$ cat src/hdl/fgt_pkg.sv
// Behaviour
// - core 2 input A uses its trim
// - core 2 input B uses separate trim
// - core 3 input C uses its trim
// - core 3 input D uses separate trim
// - core 4 has one independent trim
// - core 5 has one own trim
// - trims default from fuse, writes override
package fgt_pkg;

  localparam int unsigned FGT_NUM_TRIM = 6;
  localparam int unsigned FGT_ADDR_W = 12;
  localparam int unsigned FGT_DATA_W = 32;
  localparam int unsigned FGT_STRB_W = 4;
  localparam int unsigned FGT_SYNC_W = 2;

  // Printed offsets are register indices; byte address is four times the index
  localparam logic [FGT_ADDR_W-1:0] FGT_IDX_C2A = 12'h362;
  localparam logic [FGT_ADDR_W-1:0] FGT_IDX_C2B = 12'h363;
  localparam logic [FGT_ADDR_W-1:0] FGT_IDX_C3C = 12'h364;
  localparam logic [FGT_ADDR_W-1:0] FGT_IDX_C3D = 12'h365;
  localparam logic [FGT_ADDR_W-1:0] FGT_IDX_C4 = 12'h366;
  localparam logic [FGT_ADDR_W-1:0] FGT_IDX_C5 = 12'h367;
  localparam logic [FGT_ADDR_W-1:0] FGT_IDX_CTRL = 12'h368;
  localparam logic [FGT_ADDR_W-1:0] FGT_IDX_STAT = 12'h369;
  localparam int unsigned FGT_IDX_SHIFT = 2;

  localparam int unsigned FGT_GAIN_LSB = 0;
  localparam int unsigned FGT_GAIN_W = 5;
  localparam int unsigned FGT_REG_W = 8;
  localparam logic [FGT_REG_W-1:0] FGT_TRIM_RST = 8'h00;

  localparam int unsigned FGT_CTRL_EN_BIT = 0;
  localparam int unsigned FGT_CTRL_RELOAD_BIT = 1;
  localparam logic [FGT_REG_W-1:0] FGT_CTRL_RST = 8'h01;

  localparam int unsigned FGT_STAT_LOADED_BIT = 0;
  localparam int unsigned FGT_STAT_PEND_BIT = 1;
  localparam int unsigned FGT_STAT_C2SEL_BIT = 2;
  localparam int unsigned FGT_STAT_C3SEL_BIT = 3;

  typedef enum logic [2:0] {
    FGT_SLOT_C2A = 3'b000,
    FGT_SLOT_C2B = 3'b001,
    FGT_SLOT_C3C = 3'b010,
    FGT_SLOT_C3D = 3'b011,
    FGT_SLOT_C4 = 3'b100,
    FGT_SLOT_C5 = 3'b101
  } fgt_slot_t;

  typedef enum logic {
    FGT_FUSE_IDLE = 1'b0,
    FGT_FUSE_WAIT = 1'b1
  } fgt_fuse_state_t;

  typedef logic [FGT_REG_W-1:0] fgt_byte_t;
  typedef fgt_byte_t [FGT_NUM_TRIM-1:0] fgt_bank_t;

  typedef struct packed {
    logic psel;
    logic penable;
    logic pwrite;
    logic [FGT_ADDR_W-1:0] paddr;
    logic [FGT_DATA_W-1:0] pwdata;
    logic [FGT_STRB_W-1:0] pstrb;
  } fgt_apb_req_t;

  typedef struct packed {
    logic [FGT_GAIN_W-1:0] core2;
    logic [FGT_GAIN_W-1:0] core3;
    logic [FGT_GAIN_W-1:0] core4;
    logic [FGT_GAIN_W-1:0] core5;
  } fgt_gains_t;

endpackage

$ cat src/hdl/fgt_sync2.sv
module fgt_sync2 (
  input wire logic pclk,
  input wire logic presetn,
  input wire logic pce,
  input wire logic async_in,
  output logic sync_out
);
  import fgt_pkg::*;

  logic meta_q;

  // First stage feeds only the second stage
  always_ff @(posedge pclk or negedge presetn) begin
    if (!presetn) begin
      meta_q <= 1'b0;
      sync_out <= 1'b0;
    end else if (pce) begin
      meta_q <= async_in;
      sync_out <= meta_q;
    end
  end

endmodule

$ cat src/hdl/fgt_top.sv
module fgt_top (
  input wire logic pclk,
  input wire logic presetn,
  input wire logic pce,
  input wire fgt_pkg::fgt_apb_req_t apb_req,
  output logic pready,
  output logic [fgt_pkg::FGT_DATA_W-1:0] prdata,
  output logic pslverr,
  input wire logic fuse_valid,
  input wire fgt_pkg::fgt_bank_t fuse_bank,
  output logic fuse_req,
  input wire logic core2_sel_input_b,
  input wire logic core3_sel_input_d,
  output fgt_pkg::fgt_gains_t gains
);
  import fgt_pkg::*;

  localparam int unsigned IDXW = FGT_ADDR_W - FGT_IDX_SHIFT;

  // Bus decode
  logic setup;
  logic access_done;
  logic wr_done;
  logic [IDXW-1:0] req_idx;
  logic addr_aligned;
  logic idx_is_trim;
  logic idx_is_ctrl;
  logic idx_is_stat;
  logic mapped;
  logic [2:0] trim_slot;
  logic byte0_wr;

  // Register state
  fgt_bank_t bank;
  logic [FGT_NUM_TRIM-1:0] trim_wr;
  logic trim_en_q;
  logic fuse_loaded_q;
  logic reload_wr;
  fgt_fuse_state_t fuse_state_q;
  fgt_fuse_state_t fuse_state_d;
  logic fuse_take;

  // Synchronised input selects
  logic [1:0] sel_raw;
  logic [1:0] sel_sync;

  // Read path
  logic [FGT_DATA_W-1:0] rdata_d;
  fgt_byte_t stat_byte;
  fgt_byte_t ctrl_byte;

  // Gain selection
  fgt_byte_t core2_pick;
  fgt_byte_t core3_pick;

  // Applied gains, one register per core
  logic [FGT_GAIN_W-1:0] core2_gain_q;
  logic [FGT_GAIN_W-1:0] core3_gain_q;
  logic [FGT_GAIN_W-1:0] core4_gain_q;
  logic [FGT_GAIN_W-1:0] core5_gain_q;

  assign setup = apb_req.psel & ~apb_req.penable;
  assign access_done = apb_req.psel & apb_req.penable & pready;
  assign wr_done = access_done & apb_req.pwrite & ~pslverr;
  assign byte0_wr = wr_done & apb_req.pstrb[0];

  assign req_idx = apb_req.paddr[FGT_ADDR_W-1:FGT_IDX_SHIFT];
  assign addr_aligned = (apb_req.paddr[FGT_IDX_SHIFT-1:0] == 2'h0);

  assign idx_is_trim = (req_idx >= IDXW'(FGT_IDX_C2A)) &&
                       (req_idx <= IDXW'(FGT_IDX_C5));
  assign idx_is_ctrl = (req_idx == IDXW'(FGT_IDX_CTRL));
  assign idx_is_stat = (req_idx == IDXW'(FGT_IDX_STAT));
  assign mapped = addr_aligned & (idx_is_trim | idx_is_ctrl | idx_is_stat);

  assign trim_slot = 3'(req_idx - IDXW'(FGT_IDX_C2A));

  // One write strobe per trim slot
  genvar gi;
  generate
    for (gi = 0; gi < FGT_NUM_TRIM; gi++) begin : g_trim
      assign trim_wr[gi] = byte0_wr & addr_aligned & idx_is_trim &
                           (trim_slot == 3'(gi));

      // Reserved bits 7:5 are stored as written; software keeps them zero
      fgt_trim_reg #(
        .WIDTH(FGT_REG_W)
      ) u_trim (
        .pclk(pclk),
        .presetn(presetn),
        .pce(pce),
        .fuse_load(fuse_take),
        .fuse_value(fuse_bank[gi]),
        .wr_en(trim_wr[gi]),
        .wr_value(apb_req.pwdata[FGT_REG_W-1:0]),
        .value_q(bank[gi])
      );
    end
  endgenerate

  assign reload_wr = byte0_wr & addr_aligned & idx_is_ctrl &
                     apb_req.pwdata[FGT_CTRL_RELOAD_BIT];

  // APB answer: read data and error are prepared in the setup cycle,
  // so every transfer completes with no wait state
  always_ff @(posedge pclk or negedge presetn) begin
    if (!presetn) begin
      pready <= 1'b0;
    end else if (pce) begin
      pready <= setup;
    end
  end

  always_ff @(posedge pclk or negedge presetn) begin
    if (!presetn) begin
      pslverr <= 1'b0;
    end else if (pce) begin
      pslverr <= setup & ~mapped;
    end
  end

  always_ff @(posedge pclk or negedge presetn) begin
    if (!presetn) begin
      prdata <= '0;
    end else if (pce) begin
      if (setup & ~apb_req.pwrite) begin
        prdata <= rdata_d;
      end else if (access_done) begin
        prdata <= '0;
      end
    end
  end

  always_comb begin
    stat_byte = '0;
    stat_byte[FGT_STAT_LOADED_BIT] = fuse_loaded_q;
    stat_byte[FGT_STAT_PEND_BIT] = (fuse_state_q == FGT_FUSE_WAIT);
    stat_byte[FGT_STAT_C2SEL_BIT] = sel_sync[0];
    stat_byte[FGT_STAT_C3SEL_BIT] = sel_sync[1];
  end

  always_comb begin
    ctrl_byte = '0;
    ctrl_byte[FGT_CTRL_EN_BIT] = trim_en_q;
  end

  // Narrow registers sit in the low byte; upper bits read zero
  always_comb begin
    rdata_d = '0;
    if (addr_aligned) begin
      if (idx_is_trim) begin
        unique case (fgt_slot_t'(trim_slot))
          FGT_SLOT_C2A: rdata_d[FGT_REG_W-1:0] = bank[FGT_SLOT_C2A];
          FGT_SLOT_C2B: rdata_d[FGT_REG_W-1:0] = bank[FGT_SLOT_C2B];
          FGT_SLOT_C3C: rdata_d[FGT_REG_W-1:0] = bank[FGT_SLOT_C3C];
          FGT_SLOT_C3D: rdata_d[FGT_REG_W-1:0] = bank[FGT_SLOT_C3D];
          FGT_SLOT_C4: rdata_d[FGT_REG_W-1:0] = bank[FGT_SLOT_C4];
          FGT_SLOT_C5: rdata_d[FGT_REG_W-1:0] = bank[FGT_SLOT_C5];
          default: rdata_d = '0;
        endcase
      end else if (idx_is_ctrl) begin
        rdata_d[FGT_REG_W-1:0] = ctrl_byte;
      end else if (idx_is_stat) begin
        rdata_d[FGT_REG_W-1:0] = stat_byte;
      end
    end
  end

  // Control: global trim enable; reload bit is a self-clearing request
  always_ff @(posedge pclk or negedge presetn) begin
    if (!presetn) begin
      trim_en_q <= FGT_CTRL_RST[FGT_CTRL_EN_BIT];
    end else if (pce) begin
      if (byte0_wr & addr_aligned & idx_is_ctrl) begin
        trim_en_q <= apb_req.pwdata[FGT_CTRL_EN_BIT];
      end
    end
  end

  // Fuse fetch: starts by itself after reset so defaults come from fuses
  always_comb begin
    fuse_state_d = fuse_state_q;
    unique case (fuse_state_q)
      FGT_FUSE_IDLE: begin
        if (reload_wr) begin
          fuse_state_d = FGT_FUSE_WAIT;
        end
      end
      FGT_FUSE_WAIT: begin
        if (fuse_valid) begin
          fuse_state_d = FGT_FUSE_IDLE;
        end
      end
    endcase
  end

  // Fuse data are taken only while a fetch is pending
  assign fuse_take = (fuse_state_q == FGT_FUSE_WAIT) & fuse_valid;

  always_ff @(posedge pclk or negedge presetn) begin
    if (!presetn) begin
      fuse_state_q <= FGT_FUSE_WAIT;
    end else if (pce) begin
      fuse_state_q <= fuse_state_d;
    end
  end

  always_ff @(posedge pclk or negedge presetn) begin
    if (!presetn) begin
      fuse_req <= 1'b1;
    end else if (pce) begin
      fuse_req <= (fuse_state_d == FGT_FUSE_WAIT);
    end
  end

  // Set by a completed fetch wins over the clear from a new reload
  always_ff @(posedge pclk or negedge presetn) begin
    if (!presetn) begin
      fuse_loaded_q <= 1'b0;
    end else if (pce) begin
      if (fuse_take) begin
        fuse_loaded_q <= 1'b1;
      end else if (reload_wr) begin
        fuse_loaded_q <= 1'b0;
      end
    end
  end

  // Mux selects arrive from pins, so they are resynchronised first
  assign sel_raw = {core3_sel_input_d, core2_sel_input_b};

  generate
    for (gi = 0; gi < FGT_SYNC_W; gi++) begin : g_sync
      fgt_sync2 u_sync (
        .pclk(pclk),
        .presetn(presetn),
        .pce(pce),
        .async_in(sel_raw[gi]),
        .sync_out(sel_sync[gi])
      );
    end
  endgenerate

  // Dual-input cores pick the trim that matches the sampled input
  always_comb begin
    if (sel_sync[0]) begin
      core2_pick = bank[FGT_SLOT_C2B];
    end else begin
      core2_pick = bank[FGT_SLOT_C2A];
    end
  end

  always_comb begin
    if (sel_sync[1]) begin
      core3_pick = bank[FGT_SLOT_C3D];
    end else begin
      core3_pick = bank[FGT_SLOT_C3C];
    end
  end

  // Only the 5-bit gain field drives the cores; disabled trim applies zero
  always_ff @(posedge pclk or negedge presetn) begin
    if (!presetn) begin
      core2_gain_q <= '0;
    end else if (pce) begin
      if (trim_en_q) begin
        core2_gain_q <= core2_pick[FGT_GAIN_LSB +: FGT_GAIN_W];
      end else begin
        core2_gain_q <= '0;
      end
    end
  end

  always_ff @(posedge pclk or negedge presetn) begin
    if (!presetn) begin
      core3_gain_q <= '0;
    end else if (pce) begin
      if (trim_en_q) begin
        core3_gain_q <= core3_pick[FGT_GAIN_LSB +: FGT_GAIN_W];
      end else begin
        core3_gain_q <= '0;
      end
    end
  end

  always_ff @(posedge pclk or negedge presetn) begin
    if (!presetn) begin
      core4_gain_q <= '0;
    end else if (pce) begin
      if (trim_en_q) begin
        core4_gain_q <= bank[FGT_SLOT_C4][FGT_GAIN_LSB +: FGT_GAIN_W];
      end else begin
        core4_gain_q <= '0;
      end
    end
  end

  always_ff @(posedge pclk or negedge presetn) begin
    if (!presetn) begin
      core5_gain_q <= '0;
    end else if (pce) begin
      if (trim_en_q) begin
        core5_gain_q <= bank[FGT_SLOT_C5][FGT_GAIN_LSB +: FGT_GAIN_W];
      end else begin
        core5_gain_q <= '0;
      end
    end
  end

  // Pure wiring, so each gain still leaves straight from its flip-flop
  assign gains = '{
    core2: core2_gain_q,
    core3: core3_gain_q,
    core4: core4_gain_q,
    core5: core5_gain_q
  };

endmodule

$ cat src/hdl/fgt_trim_reg.sv
module fgt_trim_reg #(
  parameter int unsigned WIDTH = fgt_pkg::FGT_REG_W
) (
  input wire logic pclk,
  input wire logic presetn,
  input wire logic pce,
  input wire logic fuse_load,
  input wire logic [WIDTH-1:0] fuse_value,
  input wire logic wr_en,
  input wire logic [WIDTH-1:0] wr_value,
  output logic [WIDTH-1:0] value_q
);
  import fgt_pkg::*;

  // A write in the same cycle as a fuse load wins: software has the last word
  always_ff @(posedge pclk or negedge presetn) begin
    if (!presetn) begin
      value_q <= WIDTH'(FGT_TRIM_RST);
    end else if (pce) begin
      if (wr_en) begin
        value_q <= wr_value;
      end else if (fuse_load) begin
        value_q <= fuse_value;
      end
    end
  end

endmodule

$ cat config.mk
export PLATFORM = sky130hd
export DESIGN_NAME = fgt_top
export DESIGN_NICKNAME = d
export VERILOG_FILES = /design/src/hdl/fgt_pkg.sv /design/src/hdl/fgt_sync2.sv /design/src/hdl/fgt_top.sv /design/src/hdl/fgt_trim_reg.sv
export SDC_FILE = /design/constraint.sdc
export NUM_CORES = 1
export LEC_CHECK = 0
export BUFFER_PORTS_ARGS = -buffer_cell sky130_fd_sc_hd__buf_4
export CORE_MARGIN = 2
export CORE_UTILIZATION = 30
export CTS_BUF_LIST = sky130_fd_sc_hd__clkbuf_16
export DETAILED_ROUTE_END_ITERATION = 12
export GPL_ROUTABILITY_DRIVEN = 0
export PLACE_DENSITY = 0.62
export SETUP_SLACK_MARGIN = 0.2
export SLEW_MARGIN = 20
export SYNTH_ARGS = -nofsm -noshare
export SYNTH_HDL_FRONTEND = slang
export SYNTH_SLANG_ARGS = --single-unit
$ cat constraint.sdc
create_clock -name pclk -period 3.1 [get_ports pclk]
set_clock_uncertainty 0.2 [all_clocks]
set_input_delay 0.465 -clock pclk [delete_from_list [all_inputs] [get_ports pclk]]
set_output_delay 0.465 -clock pclk [all_outputs]
set_load 0.05 [all_outputs]
Yosys cells after proc, flatten, opt, wreduce, memory -nomap -nowiden
Index checks and enable logic that the tools add are counted.
{"block": "totals", "ff_bits": 109, "out_inout_bits": 55, "word_cells": 107}
{"block": "op_classes", "n_addsub": 1, "order_cmp": 2, "n_eq_ne": 7, "n_mux": 30, "n_bitwise": 27, "reduce_logical": 20}
{"cell": "$mux 8", "n": 14}
{"cell": "$mux 32", "n": 2}
{"cell": "$pmux 8 s6", "n": 1}
{"cell": "$mux 5", "n": 6}
{"cell": "$and 1x1->1", "n": 20}
{"cell": "$eq 10x10->1 const B", "n": 2}
{"cell": "$reduce_and 2->1", "n": 9}
{"cell": "$reduce_bool 2->1", "n": 8}
{"cell": "$ge 10x10->1 const B", "n": 1}
{"cell": "$le 10x10->1 const B", "n": 1}
{"cell": "$mux 4", "n": 2}
{"cell": "$eq 3x2->1 const B", "n": 2}
{"cell": "$eq 3x3->1 const B", "n": 2}
{"cell": "$not 1->1", "n": 5}
{"cell": "$mux 1", "n": 4}
{"cell": "$eq 3x1->1 const B", "n": 1}
{"cell": "$logic_not 3->1", "n": 1}
{"cell": "$sub 3x2->3 const B", "n": 1}
{"cell": "$logic_not 2->1", "n": 1}
{"cell": "$or 1x1->1", "n": 2}
{"cell": "$pmux 1 s2", "n": 1}
{"cell": "$logic_and 1x1->1", "n": 1}

Logic depth before layout (Yosys ltp)
Gate-level depths: netlist of run 1.
{"block": "logic_depth", "depth_word": 10, "mapped_depth": 8, "ltp_nobuf": 4}

Hierarchy
From an unflattened synthesis of run 1, not the netlist that was laid out.
{"block": "hier_totals", "hier_cells": 494, "hier_area_um2": 4936.0}
{"module": "fgt_trim_reg", "n_inst": 6, "cells_each": 40, "area_per_inst_um2": 412.9}
{"module": "fgt_top", "n_inst": 1, "cells_each": 246, "area_per_inst_um2": 2313.5}
{"module": "fgt_sync2", "n_inst": 2, "cells_each": 4, "area_per_inst_um2": 72.6}

Worst setup path before layout of run 1
Ideal clock, no wire load.
{"block": "synth_path", "path_type": "register to register", "start": "register pready", "end": "register g_trim[5].u_trim.value_q[0]", "setup_time_ps": 123, "arrival_time_ps": 2248, "required_ps": 2777, "path_slack_ps": 530, "path_stages_with_launch": 7, "n_path_buf": 2, "path_cell_list": "dfrtp_1 and4b_1 clkbuf_1 nand2_1 or3_1 clkbuf_1 o221a_2"}
{"block": "synth_via", "elab_chain_len": 9}
{"item": "from (decl)", "line_no": "fgt_top.sv:6", "source": "output logic pready,"}
{"item": "from (signal assigned)", "line_no": "fgt_top.sv:110", "source": "pready <= setup;"}
{"item": "$and 1x1->1 (*)", "line_no": "fgt_top.sv:63", "source": "assign access_done = apb_req.psel & apb_req.penable & pready;"}
{"item": "$and 1x1->1 (*) (2 in a row)", "line_no": "fgt_top.sv:64", "source": "assign wr_done = access_done & apb_req.pwrite & ~pslverr;"}
{"item": "$and 1x1->1 (*)", "line_no": "fgt_top.sv:65", "source": "assign byte0_wr = wr_done & apb_req.pstrb[0];"}
{"item": "$and 1x1->1 (*) (3 in a row)", "line_no": "fgt_top.sv:82", "source": "assign trim_wr[gi] = byte0_wr & addr_aligned & idx_is_trim &"}
{"item": "$reduce_bool 2->1 (no line)"}
{"item": "$reduce_and 2->1 (no line)"}
{"item": "to (signal assigned)", "line_no": "fgt_trim_reg.sv:18", "source": "value_q <= WIDTH'(FGT_TRIM_RST);"}
{"item": "to (signal assigned)", "line_no": "fgt_trim_reg.sv:21", "source": "value_q <= wr_value;"}
{"item": "to (signal assigned)", "line_no": "fgt_trim_reg.sv:23", "source": "value_q <= fuse_value;"}
{"item": "to (decl)", "line_no": "fgt_trim_reg.sv:11", "source": "output logic [WIDTH-1:0] value_q"}
Every way passes the cells marked *; elsewhere a longest branch is shown, timed or not.
A chain may end at the register's enable or synchronous reset.

Final worst setup path of run 1
{"block": "layout_path", "start": "input port apb_req[42] in the netlist's numbering", "end": "register g_trim[3].u_trim.value_q[3]"}
{"block": "layout_via", "elab_chain_len": 6}
{"item": "from (decl)", "line_no": "fgt_top.sv:5", "source": "input wire fgt_pkg::fgt_apb_req_t apb_req,"}
{"item": "$ge 10x10->1 / $le 10x10->1 (equally long branches)", "line_no": "fgt_top.sv:70, fgt_top.sv:71"}
{"item": "$logic_and 1x1->1 (*)", "line_no": "fgt_top.sv:70", "source": "assign idx_is_trim = (req_idx >= IDXW'(FGT_IDX_C2A)) &&"}
{"item": "$and 1x1->1 (*) (2 in a row)", "line_no": "fgt_top.sv:82"}
{"item": "$reduce_bool 2->1 (no line)"}
{"item": "$reduce_and 2->1 (no line)"}
{"item": "to (signal assigned)", "line_no": "fgt_trim_reg.sv:18"}
{"item": "to (signal assigned)", "line_no": "fgt_trim_reg.sv:21"}
{"item": "to (signal assigned)", "line_no": "fgt_trim_reg.sv:23"}
{"item": "to (decl)", "line_no": "fgt_trim_reg.sv:11"}
Marks and branches as above.

==> results of run 1 <==
## worst max-delay path, stage by stage
cell	delay, ns
buf_4	0.11
and4bb_1	0.32
or4b_1	0.63
buf_4	0.29
o31ai_4	0.51
o221a_2	0.31
## worst paths after layout
check	end	cells past startpoint
setup reg to reg	g_trim[1].u_trim.value_q[3]	5
hold reg to reg	prdata[6]	1
max in group asynchronous	g_trim[0].u_trim.value_q[3]	1
min in group pclk	g_sync[1].u_sync.meta_q	2
hold / removal	g_sync[0].u_sync.meta_q	1
setup / recovery	g_trim[3].u_trim.value_q[3]	6
## sequential cells by signal, indices dropped and copies added, names as in the netlist
| signal | flops |
|---|---|
| prdata | 8 |
| core5_gain_q | 5 |
| fuse_req | 1 |
| g_sync.u_sync.sync_out | 2 |
| core4_gain_q | 5 |
| core2_gain_q | 5 |
| trim_en_q | 1 |
| pslverr | 1 |
| core3_gain_q | 5 |
| g_trim.u_trim.value_q | 48 |
| g_sync.u_sync.meta_q | 2 |
| pready | 1 |
| fuse_loaded_q | 1 |
## metrics by stage
stage / hold WS, ns / setup WS [ns] / power (µW) / instances / area, µm²
CTS: 0.1534 / 0.5984 / 3851 / 780 / 6015
global route: 0.02319 / 0.5088 / 4057 / 780 / 6018
finish: -0.05189 / 0.5268 / 3853 / 780 / 6018
floorplan: -0.03059 / 0.5298 / 2391 / 487 / 4852
detailed placement: 0.2787 / 0.2771 / 2731 / 764 / 5705
global placement: 0.2609 / 0.2866 / 2694 / 764 / 5705
## layer usage
layer	global-route usage (%)	wire (µm)	part of all wire (%)
met5	0	0	0
met4	5.756	314	2.1
met3	4.100	1059	7.0
met2	28.83	7191	48
met1	24.18	6477	43
## Yosys cell counts (11+ instances only)
cell / n / area share, %
inv_1: 15 / 1.2
buf_4: 24 / 3.8
mux2_2: 19 / 4.5
nor2_1: 51 / 4.0
nand2_1: 14 / 1.1
o21ai_0: 60 / 6.3
dfrtp_1: 83 / 44
mux2i_1: 11 / 2.3
o221a_1: 21 / 5.0
clkbuf_1: 24 / 1.9
nand3_1: 13 / 1.4
o2bb2ai_1: 14 / 2.6
o221a_2: 27 / 6.4
## cells by family (layout without fill, tap and decap cells)
kind of cell,count (synthesis),in the layout
simple gates,117,117
buf+inv,76,153
mux,35,35
flops,85,85
other cells,1,24
compound gates,150,150
## cell type report
class,instances,area [µm²],share of cell area (%)
multi-input cells,326,2333,38.77
flip-flops and latches,85,2130,35.38
repair buffers,122,919.6,15.28
well taps,216,270.3,4.491
clock buffers,9,225.2,3.742
clock inverters,7,83.83,1.393
inverters,15,56.30,0.9356
## power by group through the flow
| stage | combinational, µW | sequential, µW | clock [µW] |
|---|---|---|---|
| 3_3_place_gp | 1080 | 1620 | 0 |
| 6_report | 1110 | 1610 | 1130 |
| 4_1_cts | 1110 | 1610 | 1130 |
| 3_5_place_dp | 1110 | 1630 | 0 |
| 5_1_grt | 1230 | 1640 | 1190 |
| 2_1_floorplan | 837 | 1550 | 0 |
==> summary.txt, run 1 <==
Die
  – Core area: between 15000 and 20000 µm²
  – Die Width: 130.0 µm
  – Starting Density: between 30% and 40%
  – Die height: approximately 130 µm
  – Std cell rows: between 40 and 50
  – Ports: between 150 and 200
  – Full die area: 16910 µm²

Status
  – Failing checks: negative hold slack
  – Status: complete, but fails checks

Synth
  – Mux cell area share after synthesis: a little under a tenth
  – Post-synthesis compound-gate area fraction: 25.62%
  – Ys flop type: dfrtp_1
  – Post-Syn Area: 4766 µm²
  – Mapped Cells: 464
  – Post-synthesis simple-gate area fraction: between 10% and 20%
  – Area share of xor/xnor cells in the synthesized design: 0%
  – Post-synth EDFFs: 0
  – #FFs+latches synth: 85
  – Async SR Flop Fraction: 100.0%
  – Sequential fraction of the synthesis area: 44.68%
  – Synth Area per Inst: about 10 µm²
  – Count of cell types in the netlist: 47
  – Post-synthesis adder-cell area fraction: 0%
  – Yosys Warn Count: 0
  – Largest family of logic cells by synthesized area: compound AO/OA/AOI/OAI gates

Detailed routing
  – Via count: 4137
  – Routed len/inst: ~19 µm
  – Drt initial violations: 449
  – Final ANT Viol Nets: 0
  – DRT Pass-1 Iters: 5
  – Vias per inst: 5.304
  – WL final: 15.04 mm
  – DRC: 0

Cells and area
  – Diode count: 0
  – Commonest non-fill, non-tap cells in the layout: buf_4, dfrtp_1, o21ai_0
  – Fin nets: ~660
  – Commonest non-fill, non-tap cell in the layout: buf_4
  – Layout area overhead: 26.28%
  – Post-route core utilization: 38.30%
  – Share of cells above drive strength 1: 34.40%
  – Fillers: 1564

Clock network
  – CTS tree: built
  – Skew-Pair Late Insertion Delay: 0.34 ns
  – Reg clk slew, reported paths: roughly 0.060 ns
  – Post-CTS repair timing setup buffer count: 0
  – Clk sinks: 85
  – Clock buffer depth: 2
  – H-tree depth: 3
  – CTS buffer count: 9
  – Cells resized by post-CTS repair: 0
  – Hold_buf cts: 0
  – CTS root buffer: clkbuf_16

Setup path
  – WP data arrival: around 2.7 ns
  – CP endpoint kind: register
  – CP max FO: 25
  – R2R setup slack: 0.86 ns
  – R2R Path Start: pslverr
  – Crit path from: apb_req[42]
  – Req. time, crit path: about 3.2 ns
  – WS Path Type: in -> reg
  – CP Launch Type: primary input

Place
  – I/O Buffers: 108
  – Final HPWL DP: between 10 and 15 mm

Timing
  – Final slew viol count: 0
  – Worst slew pin tran: 0.8033 ns
  – Final Hold Fails: 26
  – Max_slew headroom: 46.45%
  – Unrepaired setup endpoints after global routing: no
  – FMAX: slightly below 400 MHz
  – Post-layout min period: 2.573 ns
  – Post-route setup TNS: 0 ns
  – Setup violations, final: 0
  – Crit share post-route: 83.01%
  – Hold_ws: -0.05189 ns

Power
  – Leak: 0.002540 µW
  – Switching fraction of total power: 30.37%
  – Internal: 2683 µW
  – Power Density: 640.2 nW/µm²
  – VDD IR max: around 0.00026 V
  – Net Sw Power: 1170 µW
  – Clk pwr share: 29.4%
  – Sequential share of power: about two fifths
  – Logic pwr share: 28.9%

Global route
  – Initial antenna violation count: 0
  – Largest net degree at the start of global routing: between 80 and 90
  – Gr ovfl total: 0
  – All-Layer GR Usage: 17.97%
  – Vias in the first global route: about 4000
  – First-pass GRT wire length: between 20 and 25 mm

Worst hold path
  – HP Class: in -> async

Flow run
  – Number of max-cap violations: 0
(Power assumes the default switching activity.)
==> run 2, diff against run 1 <==
ABC_AREA = 1   (was unset)
PLACE_DENSITY = 0.64   (was 0.62)
clock period = 2.13 ns   (was 3.1 ns; I/O delays follow)
==> run 2 against run 1 <==
The run now ends clean; sequential cell count is the same; largest cell class unchanged; worst hold slack better by 0.11 ns; sequential share of layout area fell by 3.1 points; critical path depth is 4 higher; cell area rose by 9.7%; sequential power grew 66%; synthesized area rose by 4.1%.
==> summary.txt, run 2 <==
Status
  – Status: complete, no violations

Synth
  – Mapped Cells: 694 (+50%)
  – Synth cell count leaders: nand2_1, nand3_1, dfrtp_1
  – Post-synthesis adder-cell area fraction: 0% (unchanged)
  – Post-synth top area share: 41.88% (-1.7 points)
  – Post-synthesis compound-gate area fraction: 6.559% (-19 points)
  – Yosys Warn Count: 0 (unchanged)
  – Post-synth EDFFs: 0 (unchanged)
  – Top cells by area, synth: dfrtp_1, nand2_1, nand3_1
  – Post-Syn Area: 4960 µm² (+4.1%)
  – Synth Area per Inst: 7.147 µm² (-30%)
  – #FFs+latches synth: 85 (unchanged)
  – Async SR Flop Fraction: 100.0% (unchanged)
  – Ys flop type: dfrtp_1
  – Sequential fraction of the synthesis area: 42.94% (-1.7 points)
  – Area share of xor/xnor cells in the synthesized design: 0% (unchanged)
  – Mux cell area share after synthesis: 0% (-9.2 points)
  – Most common cell in the netlist: nand2_1
  – Synth area leader: dfrtp_1
  – Count of cell types in the netlist: 29 (-38%)
  – Largest family of logic cells by synthesized area: simple AND/OR/NAND/NOR gates
  – Post-synthesis simple-gate area fraction: 41.07% (+29 points)

Clock network
  – CTS tree: built
  – Skew-Pair Late Insertion Delay: 0.35 ns (about the same)
  – Clock buffer depth: 2 (unchanged)
  – Reg clk slew, reported paths: 0.07 ns (about the same)
  – CTS buffer count: 9 (unchanged)
  – Clk sinks: 85 (unchanged)
  – H-tree depth: 3 (unchanged)
  – CTS root buffer: clkbuf_16

Setup path
  – Crit-path max cell delay: 0.40 ns (-0.23 ns)
  – Most frequent CP cell: inv_2
  – R2R setup slack: 0.30 ns (-0.56 ns)
  – WP data arrival: 1.86 ns (-0.79 ns)
  – WS Path Type: reg -> reg
  – Crit path from: pslverr
  – CP cell instances: inv_2, nand3_2, nor3_4, inv_2, nor2_8, buf_12, nand3_4, buf_4, nand3_1, nand2_1
  – Req. time, crit path: 2.17 ns (-1.00 ns)
  – CP max FO: 5 (-80%)
  – CP Launch Type: register
  – Slowest CP cell: dfrtp_2
  – CP top delay family: simple AND/OR/NAND/NOR gates
  – Stages on worst setup path: 10 (+4)
  – CP endpoint kind: register
  – R2R Path Start: pslverr
  – Critical path capture point: g_trim[4].u_trim.value_q[4]
  – CP Buf/Inv Count: 4 (+2)
  – Reg2Reg Depth: 10 (+5)
  – R2r endpoint: g_trim[4].u_trim.value_q[4]

Timing
  – Crit share post-route: 85.77%
  – Final slew viol count: 0 (unchanged)
  – FMAX: roughly 550 MHz
  – Unrepaired setup endpoints after global routing: yes
  – Final Hold Fails: 0 (-100%)
  – Max_slew headroom: 61.61% (+15 points)
  – Worst slew pin tran: 0.5745 ns (-0.2288 ns)
  – Post-route setup TNS: 0 ns (unchanged)
  – Setup violations, final: 0 (unchanged)
  – Post-layout min period: 1.827 ns

Cells and area
  – Post-route core utilization: 40.38% (+2.1 points)
  – Top reg by flops: g_trim.u_trim.value_q
  – Fillers: 1708 (+9.2%)
  – Layout area overhead: 33.10%
  – Commonest non-fill, non-tap cells in the layout: nand2_1, buf_4, nand3_1
  – Commonest non-fill, non-tap cell in the layout: nand2_1
  – Share of cells above drive strength 1: 22.69% (-12 points)
  – Diode count: 0 (unchanged)
  – Area of the multi-input gates: 2550 µm² (+9.3%)
  – Number of flip-flops under the largest register name: 48 (unchanged)
  – Register Area: 2132 µm² (+0.12%)
  – Fin nets: 933 (+41%)
  – Largest regs: g_trim.u_trim.value_q: 48 flops, prdata: 8 flops

Die
  – Std cell rows: 47 (+2.2%)
  – Die height: 132.6 µm (+2.0%)
  – Core area: 16350 µm² (+4.0%)
  – Starting Density: 30.34% (about the same)
  – Die Width: 132.6 µm (+2.0%)
  – Full die area: 17580 µm² (+3.9%)
  – Ports: 160 (unchanged)

Detailed routing
  – DRC: 0 (unchanged)
  – Post-route met1 wirelength: 7.306 mm (+13%)
  – Routed len/inst: 15.04 µm (-22%)
  – Drt initial violations: 286 (-36%)
  – Met3 routed wirelength: 933 µm (-12%)
  – Via count: 4949 (+20%)
  – DRT Pass-1 Iters: 5 (unchanged)
  – WL final: 15.83 mm (+5.2%)
  – Metal2 WL: 7.170 mm (-0.29%)
  – Vias per inst: 4.700 (-11%)
  – Final ANT Viol Nets: 0 (unchanged)
  – DR top layer: met4

Place
  – I/O Buffers: 108 (unchanged)
  – Final HPWL DP: 11.81 mm (+5.4%)

Flow run
  – Number of max-cap violations: 0 (unchanged)

Global route
  – Largest net degree at the start of global routing: 43 (-50%)
  – First-pass GRT wire length: 24.47 mm (+7.1%)
  – Initial antenna violation count: 0 (unchanged)
  – All-Layer GR Usage: 17.68% (-0.29 points)
  – Gr ovfl total: 0 (unchanged)
  – Vias in the first global route: 4725 (+17%)

Power
  – Clk pwr share: 25.1% (-4.3 points)
  – VDD IR max: 0.0004241 V (+60%)
  – Leak: 0.003507 µW (+38%)
  – Logic pwr share: 32.9% (+4.0 points)
  – Sequential share of power: 42.0% (+0.3 points)
  – Net Sw Power: 2500 µW (+110%)
  – Internal: 3871 µW (+44%)
  – Switching fraction of total power: 39.24% (+8.9 points)
  – Power Density: 965.0 nW/µm² (+51%)

Worst hold path
  – HP Class: in -> reg
run 2: cell types whose count changed in the layout (fill, tap and decap cells not counted), sizes merged, moves of 19 or more:
cell   change
nand2    +295
nand3    +105
o221a     -48
o21ai     -36
nor2      -26
buf       +20
mux2      -19
run 2: how the worst min path moves through the flow:
stage | from | to | cells after the start | slack (ns)
3_3_place_gp | presetn | core4_gain_q[3] | 1 | 0.15
6_report | fuse_bank[30] | g_trim[3].u_trim.value_q[6] | 5 | 0.05
4_1_cts | fuse_bank[30] | g_trim[3].u_trim.value_q[6] | 5 | 0.05
2_1_floorplan | presetn | core2_gain_q[0] | 0 | -0.18
5_1_grt | fuse_bank[6] | g_trim[0].u_trim.value_q[6] | 5 | 0.06
3_5_place_dp | presetn | core4_gain_q[3] | 1 | 0.16
run 2: layer usage:
layer	global-route usage, %	vias up
met5	0	-
met4	7.407	0
met3	3.678	28
met2	27.14	177
met1	24.23	2256
li1	-	2488
run 2: cell type report:
| class | instances | area share, % |
|---|---|---|
| flip-flops and latches | 85 | 32.30 |
| multi-input cells | 547 | 38.63 |
| inverters | 38 | 2.161 |
| clock buffers | 9 | 3.412 |
| clock inverters | 7 | 1.099 |
| well taps | 220 | 4.170 |
| repair buffers | 147 | 18.23 |
run 2: worst register-to-register path: cells and delay by family (launching register included):
kind                   cells  cell delay (ns)
buffers and inverters      4             0.49
flip-flops                 1             0.40
AND/OR/NAND/NOR            6             0.61
run 2: cells by family after synthesis:
logic type | Yosys count
other | 1
buffers and inverters | 86
and+or+nand+nor | 466
AOI/OAI and AO/OA | 56
DFF | 85
run 2: timing repair:
item                                   4_1_cts  5_1_grt
setup endpoints to repair                    0       48
endpoints found under the hold margin       39        0
setup buffers                                0        5
resized for setup                            0       21
hold buffers                                 3        0
run 2: power groups by stage:
stage / logic [µW] / registers, µW / clock network, µW
after global routing: 2300 / 2760 / 1680
after CTS: 2090 / 2670 / 1620
after floorplan: 936 / 3080 / 0
after detailed placement: 2080 / 2690 / 0
after global placement: 2040 / 2680 / 0
final: 2090 / 2680 / 1600
run 2: metrics by stage:
step	std cells	hold slack, ns	setup WS [ns]	area, µm²	power, µW
final	1053	0.05362	0.3032	6601	6370
after global routing	1053	0.06242	0.1886	6601	6743
after CTS	1045	0.04725	0.2060	6376	6368
after detailed placement	1026	0.1601	0.05085	6048	4769
after global placement	1026	0.1480	0.09376	6048	4722
after floorplan	717	-0.1761	0.1867	5049	4014
